[src/verilog/ssp_defines.svh]
// Register map, reset values and timing constants of the serial port
`ifndef SSP_DEFINES_SVH
`define SSP_DEFINES_SVH

`define SSP_ADDR_W       8
`define SSP_CTRL_W       16
`define SSP_OFF_CTRL     8'h00
`define SSP_OFF_STAT     8'h04
`define SSP_OFF_DATA     8'h08
`define SSP_OFF_CRC      8'h0c
`define SSP_OFF_IRQ_ST   8'h10
`define SSP_OFF_IRQ_MASK 8'h14
`define SSP_CTRL_RST     16'h0400
`define SSP_PIN_RST      4'h2
`define SSP_RESP_OKAY    2'h0
`define SSP_RESP_SLVERR  2'h2
`define SSP_CLK_MHZ      40
`define SSP_SCK_MAX_MHZ  16
`define SSP_HALF_MIN     ((`SSP_CLK_MHZ + 2 * `SSP_SCK_MAX_MHZ - 1) / (2 * `SSP_SCK_MAX_MHZ))
`define SSP_SYNC_HALF    7

`endif

[src/verilog/ssp_pkg.sv]
// Types shared by the serial port design
package ssp_pkg;

  typedef enum logic [3:0] {
    SSP_IDLE  = 4'b0001,
    SSP_ARM   = 4'b0010,
    SSP_SHIFT = 4'b0100,
    SSP_DONE  = 4'b1000
  } ssp_state_e;

  typedef struct packed {
    logic [7:0] div;
    logic [2:0] spare;
    logic       crc_next;
    logic       justified;
    logic       i2s;
    logic       master;
    logic       port_enable_bit;
  } ssp_ctrl_s;

  typedef struct packed {
    logic crc_mismatch_flag;
    logic port_busy_flag;
    logic tx_empty_flag;
    logic rx_not_empty_flag;
  } ssp_stat_s;

  typedef struct packed {
    logic crc;
    logic tx;
    logic rx;
  } ssp_irq_s;

  typedef struct packed {
    logic sck;
    logic sdi;
    logic ss_n;
    logic ws;
  } ssp_pin_in_s;

endpackage

[src/verilog/ssp_port.sv]
// SPI / I2S serial port with AXI4-Lite registers
`timescale 1ns/1ps
`include "ssp_defines.svh"

module ssp_port #(
  parameter int               FRAME_W  = 16,
  parameter logic [FRAME_W-1:0] CRC_POLY = 16'h1021
) (
  input  logic                       clk,
  input  logic                       rstn,
  input  logic [`SSP_ADDR_W-1:0]     s_axi_awaddr,
  input  logic                       s_axi_awvalid,
  output logic                       s_axi_awready,
  input  logic [31:0]                s_axi_wdata,
  input  logic [3:0]                 s_axi_wstrb,
  input  logic                       s_axi_wvalid,
  output logic                       s_axi_wready,
  output logic [1:0]                 s_axi_bresp,
  output logic                       s_axi_bvalid,
  input  logic                       s_axi_bready,
  input  logic [`SSP_ADDR_W-1:0]     s_axi_araddr,
  input  logic                       s_axi_arvalid,
  output logic                       s_axi_arready,
  output logic [31:0]                s_axi_rdata,
  output logic [1:0]                 s_axi_rresp,
  output logic                       s_axi_rvalid,
  input  logic                       s_axi_rready,
  input  ssp_pkg::ssp_pin_in_s       pin_in,
  output logic                       sck_out,
  output logic                       sck_oe,
  output logic                       sdo,
  output logic                       sdo_oe,
  output logic                       ss_out_n,
  output logic                       irq
);
  import ssp_pkg::*;

  localparam int CNT_W = $clog2(FRAME_W) + 1;
  localparam int GEN_W = $clog2(2 * FRAME_W + 1);
  // Fed-back edge needs five cycles to act and one more to reach sdo; a half period spans it
  localparam int HALF  = (`SSP_HALF_MIN > `SSP_SYNC_HALF) ? `SSP_HALF_MIN : `SSP_SYNC_HALF;

  ssp_pin_in_s               s1, s2, s3, pin_f, pin_p;
  ssp_ctrl_s                 ctrl;
  ssp_irq_s                  irq_st, irq_mask;
  ssp_state_e                state;
  logic [FRAME_W-1:0]        tx_buf, rx_data, shift_tx, shift_rx, crc_acc;
  logic                      tx_empty_flag, rx_not_empty_flag, port_busy_flag;
  logic [CNT_W-1:0]          bit_cnt;
  logic [GEN_W-1:0]          gen_cnt;
  logic [7:0]                div_cnt, half_cyc;
  logic                      aw_held, w_held;
  logic [`SSP_ADDR_W-1:0]    aw_addr;
  logic [31:0]               w_data, wm, rd_word;
  logic [3:0]                w_strb;
  logic                      wr_fire, wr_ctrl, wr_data, wr_irq, wr_mask, rd_data_evt;
  logic                      sck_rise, sck_fall, load_now, in_done, crc_bad;

  function automatic logic is_mapped(input logic [`SSP_ADDR_W-1:0] a);
    return a == `SSP_OFF_CTRL || a == `SSP_OFF_STAT || a == `SSP_OFF_DATA ||
           a == `SSP_OFF_CRC || a == `SSP_OFF_IRQ_ST || a == `SSP_OFF_IRQ_MASK;
  endfunction

  function automatic logic [FRAME_W-1:0] crc_step(input logic [FRAME_W-1:0] c,
                                                  input logic [FRAME_W-1:0] d);
    logic [FRAME_W-1:0] r;
    r = c;
    for (int i = FRAME_W - 1; i >= 0; i--) begin
      r = {r[FRAME_W-2:0], 1'b0} ^ ((r[FRAME_W-1] ^ d[i]) ? CRC_POLY : '0);
    end
    return r;
  endfunction

  // Pin synchroniser; a level counts once stages two and three agree
  always_ff @(posedge clk or negedge rstn) begin
    if (!rstn) begin
      s1    <= `SSP_PIN_RST;
      s2    <= `SSP_PIN_RST;
      s3    <= `SSP_PIN_RST;
      pin_f <= `SSP_PIN_RST;
      pin_p <= `SSP_PIN_RST;
    end else begin
      s1    <= pin_in;
      s2    <= s1;
      s3    <= s2;
      pin_f <= (pin_f & (s2 ^ s3)) | (s3 & ~(s2 ^ s3));
      pin_p <= pin_f;
    end
  end

  assign sck_rise = pin_f.sck && !pin_p.sck;
  assign sck_fall = !pin_f.sck && pin_p.sck;
  assign in_done  = (state == SSP_DONE);
  assign half_cyc = (ctrl.div < 8'(HALF)) ? 8'(HALF) : ctrl.div;
  assign crc_bad  = in_done && ctrl.crc_next && (shift_rx != crc_acc);

  always_comb begin
    load_now = 1'b0;
    case (state)
      SSP_IDLE:  load_now = ctrl.port_enable_bit && !ctrl.i2s &&
                            (ctrl.master ? !tx_empty_flag : !pin_f.ss_n);
      SSP_ARM:   load_now = ctrl.port_enable_bit && (pin_f.ws == ctrl.justified);
      SSP_DONE:  load_now = ctrl.port_enable_bit && ctrl.i2s;
      default:   load_now = 1'b0;
    endcase
  end

  // Bus writes wait one cycle when the shifter loads, so the data word is never lost
  assign wr_fire     = aw_held && w_held && !s_axi_bvalid && !load_now;
  assign wr_ctrl     = wr_fire && aw_addr == `SSP_OFF_CTRL;
  assign wr_data     = wr_fire && aw_addr == `SSP_OFF_DATA;
  assign wr_irq      = wr_fire && aw_addr == `SSP_OFF_IRQ_ST;
  assign wr_mask     = wr_fire && aw_addr == `SSP_OFF_IRQ_MASK;
  assign rd_data_evt = s_axi_arvalid && s_axi_arready && s_axi_araddr == `SSP_OFF_DATA;
  assign wm          = {{8{w_strb[3]}}, {8{w_strb[2]}}, {8{w_strb[1]}}, {8{w_strb[0]}}};

  // AXI write channel
  always_ff @(posedge clk or negedge rstn) begin
    if (!rstn) begin
      s_axi_awready <= 1'b1;
      s_axi_wready  <= 1'b1;
      s_axi_bvalid  <= 1'b0;
      s_axi_bresp   <= `SSP_RESP_OKAY;
      aw_held       <= 1'b0;
      w_held        <= 1'b0;
      aw_addr       <= '0;
      w_data        <= '0;
      w_strb        <= '0;
    end else begin
      if (s_axi_awvalid && s_axi_awready) begin
        aw_held       <= 1'b1;
        aw_addr       <= s_axi_awaddr;
        s_axi_awready <= 1'b0;
      end
      if (s_axi_wvalid && s_axi_wready) begin
        w_held       <= 1'b1;
        w_data       <= s_axi_wdata;
        w_strb       <= s_axi_wstrb;
        s_axi_wready <= 1'b0;
      end
      if (wr_fire) begin
        s_axi_bvalid <= 1'b1;
        s_axi_bresp  <= is_mapped(aw_addr) ? `SSP_RESP_OKAY : `SSP_RESP_SLVERR;
        aw_held      <= 1'b0;
        w_held       <= 1'b0;
      end
      if (s_axi_bvalid && s_axi_bready) begin
        s_axi_bvalid  <= 1'b0;
        s_axi_awready <= 1'b1;
        s_axi_wready  <= 1'b1;
      end
    end
  end

  always_comb begin
    rd_word = '0;
    case (s_axi_araddr)
      `SSP_OFF_CTRL:     rd_word = 32'(ctrl);
      `SSP_OFF_STAT:     rd_word = 32'(ssp_stat_s'{irq_st.crc, port_busy_flag,
                                                   tx_empty_flag, rx_not_empty_flag});
      `SSP_OFF_DATA:     rd_word = 32'(rx_data);
      `SSP_OFF_CRC:      rd_word = 32'(crc_acc);
      `SSP_OFF_IRQ_ST:   rd_word = 32'(irq_st);
      `SSP_OFF_IRQ_MASK: rd_word = 32'(irq_mask);
      default:           rd_word = '0;
    endcase
  end

  // AXI read channel; answer one cycle after the address is taken
  always_ff @(posedge clk or negedge rstn) begin
    if (!rstn) begin
      s_axi_arready <= 1'b1;
      s_axi_rvalid  <= 1'b0;
      s_axi_rdata   <= '0;
      s_axi_rresp   <= `SSP_RESP_OKAY;
    end else if (s_axi_arvalid && s_axi_arready) begin
      s_axi_arready <= 1'b0;
      s_axi_rvalid  <= 1'b1;
      s_axi_rdata   <= rd_word;
      s_axi_rresp   <= is_mapped(s_axi_araddr) ? `SSP_RESP_OKAY : `SSP_RESP_SLVERR;
    end else if (s_axi_rvalid && s_axi_rready) begin
      s_axi_rvalid  <= 1'b0;
      s_axi_arready <= 1'b1;
    end
  end

  // Control register; the one-shot CRC request clears after its frame
  always_ff @(posedge clk or negedge rstn) begin
    if (!rstn) begin
      ctrl <= `SSP_CTRL_RST;
    end else if (wr_ctrl) begin
      ctrl <= (ctrl & ~wm[`SSP_CTRL_W-1:0]) | (w_data[`SSP_CTRL_W-1:0] & wm[`SSP_CTRL_W-1:0]);
    end else if (in_done && ctrl.crc_next) begin
      ctrl.crc_next <= 1'b0;
    end
  end

  always_ff @(posedge clk or negedge rstn) begin
    if (!rstn) begin
      tx_buf        <= '0;
      tx_empty_flag <= 1'b1;
    end else if (wr_data) begin
      tx_buf        <= w_data[FRAME_W-1:0];
      tx_empty_flag <= 1'b0;
    end else if (load_now) begin
      // empty as soon as the word starts shifting
      tx_empty_flag <= 1'b1;
    end
  end

  // Frame sequencer
  always_ff @(posedge clk or negedge rstn) begin
    if (!rstn) begin
      state    <= SSP_IDLE;
      shift_tx <= '0;
      shift_rx <= '0;
      bit_cnt  <= '0;
    end else begin
      if (load_now) begin
        // Underrun sends zeros rather than stalling an I2S stream
        shift_tx <= tx_empty_flag ? '0 : tx_buf;
        bit_cnt  <= '0;
        state    <= SSP_SHIFT;
      end else begin
        case (state)
          SSP_IDLE: begin
            if (ctrl.port_enable_bit && ctrl.i2s) begin
              state <= SSP_ARM;
            end
          end
          SSP_ARM: begin
            if (!ctrl.port_enable_bit) begin
              state <= SSP_IDLE;
            end
          end
          SSP_SHIFT: begin
            if (!ctrl.master && !ctrl.i2s && pin_f.ss_n) begin
              state <= SSP_IDLE;
            end else begin
              if (sck_rise) begin
                shift_rx <= {shift_rx[FRAME_W-2:0], pin_f.sdi};
                bit_cnt  <= bit_cnt + 1'b1;
                if (bit_cnt == CNT_W'(FRAME_W - 1)) begin
                  state <= SSP_DONE;
                end
              end
              if (sck_fall && bit_cnt != '0) begin
                shift_tx <= {shift_tx[FRAME_W-2:0], 1'b0};
              end
            end
          end
          SSP_DONE: state <= SSP_IDLE;
          default:  state <= SSP_IDLE;
        endcase
      end
    end
  end

  // master clock, half period never below the limit
  always_ff @(posedge clk or negedge rstn) begin
    if (!rstn) begin
      sck_out <= 1'b0;
      gen_cnt <= '0;
      div_cnt <= '0;
    end else if (state != SSP_SHIFT || !ctrl.master) begin
      sck_out <= 1'b0;
      gen_cnt <= '0;
      div_cnt <= half_cyc - 8'h01;
    end else if (gen_cnt != GEN_W'(2 * FRAME_W)) begin
      if (div_cnt == 8'h00) begin
        sck_out <= ~sck_out;
        gen_cnt <= gen_cnt + 1'b1;
        div_cnt <= half_cyc - 8'h01;
      end else begin
        div_cnt <= div_cnt - 8'h01;
      end
    end
  end

  // copy and CRC check at frame end
  always_ff @(posedge clk or negedge rstn) begin
    if (!rstn) begin
      rx_data           <= '0;
      rx_not_empty_flag <= 1'b0;
      crc_acc           <= '0;
    end else begin
      // flag rises with the stored word
      rx_not_empty_flag <= (rx_not_empty_flag && !rd_data_evt) || in_done;
      if (in_done) begin
        rx_data <= shift_rx;
        crc_acc <= ctrl.crc_next ? '0 : crc_step(crc_acc, shift_rx);
      end
    end
  end

  // busy follows the sequencer state and, in enabled master mode, a waiting transmit word; never a stale cross-domain flag
  always_ff @(posedge clk or negedge rstn) begin
    if (!rstn) begin
      port_busy_flag <= 1'b0;
      sck_oe         <= 1'b0;
      sdo_oe         <= 1'b0;
      sdo            <= 1'b0;
      ss_out_n       <= 1'b1;
    end else begin
      port_busy_flag <= state == SSP_SHIFT || state == SSP_DONE ||
                        (ctrl.master && ctrl.port_enable_bit && !tx_empty_flag);
      sck_oe         <= ctrl.master && (ctrl.port_enable_bit || port_busy_flag);
      sdo_oe         <= (ctrl.master || ctrl.i2s) ? (ctrl.port_enable_bit || port_busy_flag)
                                                  : !pin_f.ss_n;
      sdo            <= shift_tx[FRAME_W-1];
      ss_out_n       <= !(ctrl.master && (state == SSP_SHIFT || state == SSP_DONE));
    end
  end

  // Sticky events; a new event wins over a write-one clear
  always_ff @(posedge clk or negedge rstn) begin
    if (!rstn) begin
      irq_st   <= '0;
      irq_mask <= '0;
      irq      <= 1'b0;
    end else begin
      irq_st <= (irq_st & ~(wr_irq ? w_data[2:0] & wm[2:0] : 3'h0)) |
                ssp_irq_s'{crc_bad, load_now && !tx_empty_flag, in_done};
      if (wr_mask) begin
        irq_mask <= (irq_mask & ~wm[2:0]) | (w_data[2:0] & wm[2:0]);
      end
      irq <= |(irq_st & irq_mask);
    end
  end
endmodule

[config.mk]
export PLATFORM = sky130hd
export DESIGN_NAME = ssp_port
export DESIGN_NICKNAME = d
export VERILOG_FILES = /design/src/verilog/ssp_pkg.sv /design/src/verilog/ssp_port.sv
export VERILOG_INCLUDE_DIRS = /design/src /design/src/verilog
export SDC_FILE = /design/constraint.sdc
export NUM_CORES = 1
export LEC_CHECK = 0
export BUFFER_PORTS_ARGS = -buffer_cell sky130_fd_sc_hd__buf_2
export CORE_MARGIN = 2
export CORE_UTILIZATION = 53
export DETAILED_ROUTE_END_ITERATION = 6
export PLACE_DENSITY = 0.76
export SLEW_MARGIN = 20
export SYNTH_ARGS = -nofsm -noshare
export SYNTH_HDL_FRONTEND = slang
export SYNTH_SLANG_ARGS = --single-unit
[constraint.sdc]
create_clock -name clk -period 2.25 [get_ports clk]
set_input_delay 0.225 -clock clk [delete_from_list [all_inputs] [get_ports clk]]
set_output_delay 0.225 -clock clk [all_outputs]
set_load 0.02 [all_outputs]
==> metrics.txt <==
total track usage 0.2347; kind of cell adding the most delay to the critical path simple AND/OR/NAND/NOR gates; post-synth top area share 0.5009; Slowest Stage Delay on Critical Path 0.46 ns; CTS Buf Count 22; worst hold slack between 0.05 and 0.06 ns; 1st-pass router iterations 5; Leakage 5.806 nW; Worst-Skew Late Latency roughly 0.50 ns; Mapped Cells 882; unrepaired setup endpoints after global routing yes; Post-Syn Area ~9500 µm²; Final Hold Viols 0; Initial Util 0.5349; asr flop ratio synth 1.000; detailed placer's ending HPWL ~15 mm; Remaining DRCs 0; CTS clock-pin slew for the worst setup and hold paths 0.06 ns; Die H 138.2 µm; largest net degree at the start of global routing 59; minimum clock period 2.225 ns; Place WS -0.2515 ns; Post-synth top flop dfrtp_1; CP max stage cell dfrtp_1; Site Rows 49; grt ovf 0; measured slew at the worst slew-check pin slightly above 0.7 ns; nature of the critical path endpoint register; vias in the first global route 7124; Max Cap Viol 0; crit path buf inv count 2; crit path max fanout 7; HP Class in2reg; clock sinks a little over 200; Worst Skew 0.01212 ns; Syn Area/Cell 10.82 µm²; Max Freq 449.4 MHz; Yosys cell types 66; Die X-Extent ~140 µm; ANT cells 0; layout overhead on the synthesized area 25.76%; first-iteration detailed-routing DRC count 391; Setup-failing EPs final 0; final setup TNS 0 ns; Max Buffers Root-to-Sink 3; final slew viol count 0; port bufs 73; # nets final between 1k and 1.5k; Rel. slew slack 0.5265; CTS tree built; via count 7164; fin crit share 0.9890; total power per unit cell area approximately 840 nW/µm²; Critical Path AT 2.61 ns; Setup WS post-layout 0.02471 ns; critical path type reg2reg; Req. time, crit path 2.64 ns; Setup crit start kind register; core area 17840 µm²; Routed WL per cell 17.73 µm; sequential share of the synthesized area 0.5311; routed wire length 23.07 mm; Post-DRT Antenna Nets 0; root buffer cell clkbuf_16; Die ar. 19100 µm²; first-pass GRT wire length roughly 37 mm; fill count 1310; largest cells by area after synthesis dfrtp_1 (50%), nand2_1 (6.9%), mux2_2 (6.3%), xnor2_1 (3.1%), dfstp_2 (3.0%); status finished clean; # IOs 110; initial antenna violation count 0; GPL Wtd Cong 0.9056; Max H-tree Level 1; Post-synth EDFFs 0; share of layout cells above drive strength 1 0.2771; Synth area leader dfrtp_1; drt via density 5.507; Seq cells post-synth 202; Ys Warns 0; peak supply drop 0.8970 mV; Final Util 0.6727; CP Cell Sequence nor4b_1 > and2_1 > o31a_4 > buf_4 > nor4_4 > buf_6 > nand2_8 > mux2_2
[where the power goes]
group	total, mW	internal [mW]	switching (mW)
clock	3.74	2.31	1.44
sequential	4.64	4.15	0.498
combinational	1.75	0.906	0.842
[area by class of cell]
type / instances / area (µm²) / area share
flip-flops and latches: 202 / 5071 / 0.4225
multi-input cells: 620 / 4337 / 0.3613
repair buffers: 193 / 1489 / 0.1241
clock inverters: 8 / 115.1 / 0.009591
clock buffers: 31 / 635.6 / 0.05296
well taps: 229 / 286.5 / 0.02387
inverters: 18 / 67.56 / 0.005630
[cells in the mapped netlist (all sizes together), types with 5 or more instances]
library cell  count
nor3b            17
a22o             11
a32oi             5
and2              5
mux2             62
nor4b             5
nor3             10
ha                8
nor2             44
dfrtp           191
o21ai            45
inv              18
nand3            10
dfstp            11
a21oi            40
xor2             19
xnor2            35
clkbuf           36
o31ai            16
nand2           177
nor4              9
buf              23
mux2i            20
nand4             8
nor2b             5
[worst register-to-register path: cells and delay by family, from the launching register on]
kind | cells | cell delay [ns]
multiplexers | 1 | 0.35
AND/OR/NAND/NOR | 4 | 0.81
AO/OA/AOI/OAI | 1 | 0.20
flip-flops | 1 | 0.46
buffers and inverters | 2 | 0.30
[cells by family after synthesis]
logic type | count (synthesis) | share of synthesized area
AND/OR/NAND/NOR | 308 | 0.1545
adder cells (fa/ha/maj) | 12 | 0.01469
AO/OA/AOI/OAI | 137 | 0.09008
multiplexers | 86 | 0.1071
buffers and inverters | 77 | 0.03881
XOR/XNOR | 59 | 0.06333
flip-flops | 202 | 0.5311
other | 1 | 0.0003930
[layout by cell type (no fill, tap or decap), types with 6 or more instances in the layout]
cell type | netlist | routed
nand2_1 | 175 | 175
mux2_2 | 53 | 53
dlygate4sd3_1 | 0 | 39
nand4_1 | 8 | 8
nor3b_1 | 16 | 14
conb_1 | 1 | 18
o31ai_1 | 15 | 15
mux2i_1 | 20 | 20
dfrtp_1 | 191 | 189
buf_2 | 2 | 72
nand3_1 | 10 | 10
nor2_1 | 44 | 44
ha_1 | 8 | 8
a21oi_1 | 40 | 38
inv_1 | 18 | 18
a22o_1 | 11 | 11
o21ai_0 | 43 | 43
xnor2_1 | 34 | 31
clkbuf_16 | 0 | 25
nor4_1 | 7 | 6
mux2_4 | 9 | 9
nor3_1 | 9 | 8
buf_4 | 19 | 69
dfstp_2 | 11 | 11
xor2_1 | 18 | 17
[layer usage]
metal	global-route usage	up-vias	part of all wire
met5	0	-	0
met4	0.07411	0	0.030
met3	0.03706	44	0.042
met2	0.3937	183	0.50
met1	0.3174	3568	0.43
li1	-	3369	-
[per-stage QoR]
step                      cell area, µm²  power, mW  instances
after floorplan                     9607      5.578        899
after global placement             10590      6.156       1214
after detailed placement           10590      6.225       1214
after CTS                          11750      10.06       1292
after global routing               12000      10.56       1301
final                              12000      10.14       1301
[path summary, 6_finish.rpt]
check	startpoint	slack, ns	cells after the start	endpoint
max	state[3]	0.02	8	register
min	s_axi_araddr[1]	0.05	3	s_axi_rresp[1]
max reg2reg	state[3]	0.02	8	register
min reg2reg	s1[2]	0.35	0	s2[2]
max in group asynchronous	rstn	1.30	3	s1[1]
min in group asynchronous	rstn	0.24	2	div_cnt[1]
[what timing repair did]
item / in CTS / in global routing
gates resized for setup: 6 / 27
endpoints found under the hold margin: 83 / 0
hold buffers: 39 / 0
endpoints found under the setup margin: 64 / 66
gates cloned: 0 / 2
setup buffers: 0 / 7
pin swaps: 0 / 8
Power figures use the tool's default switching activity.
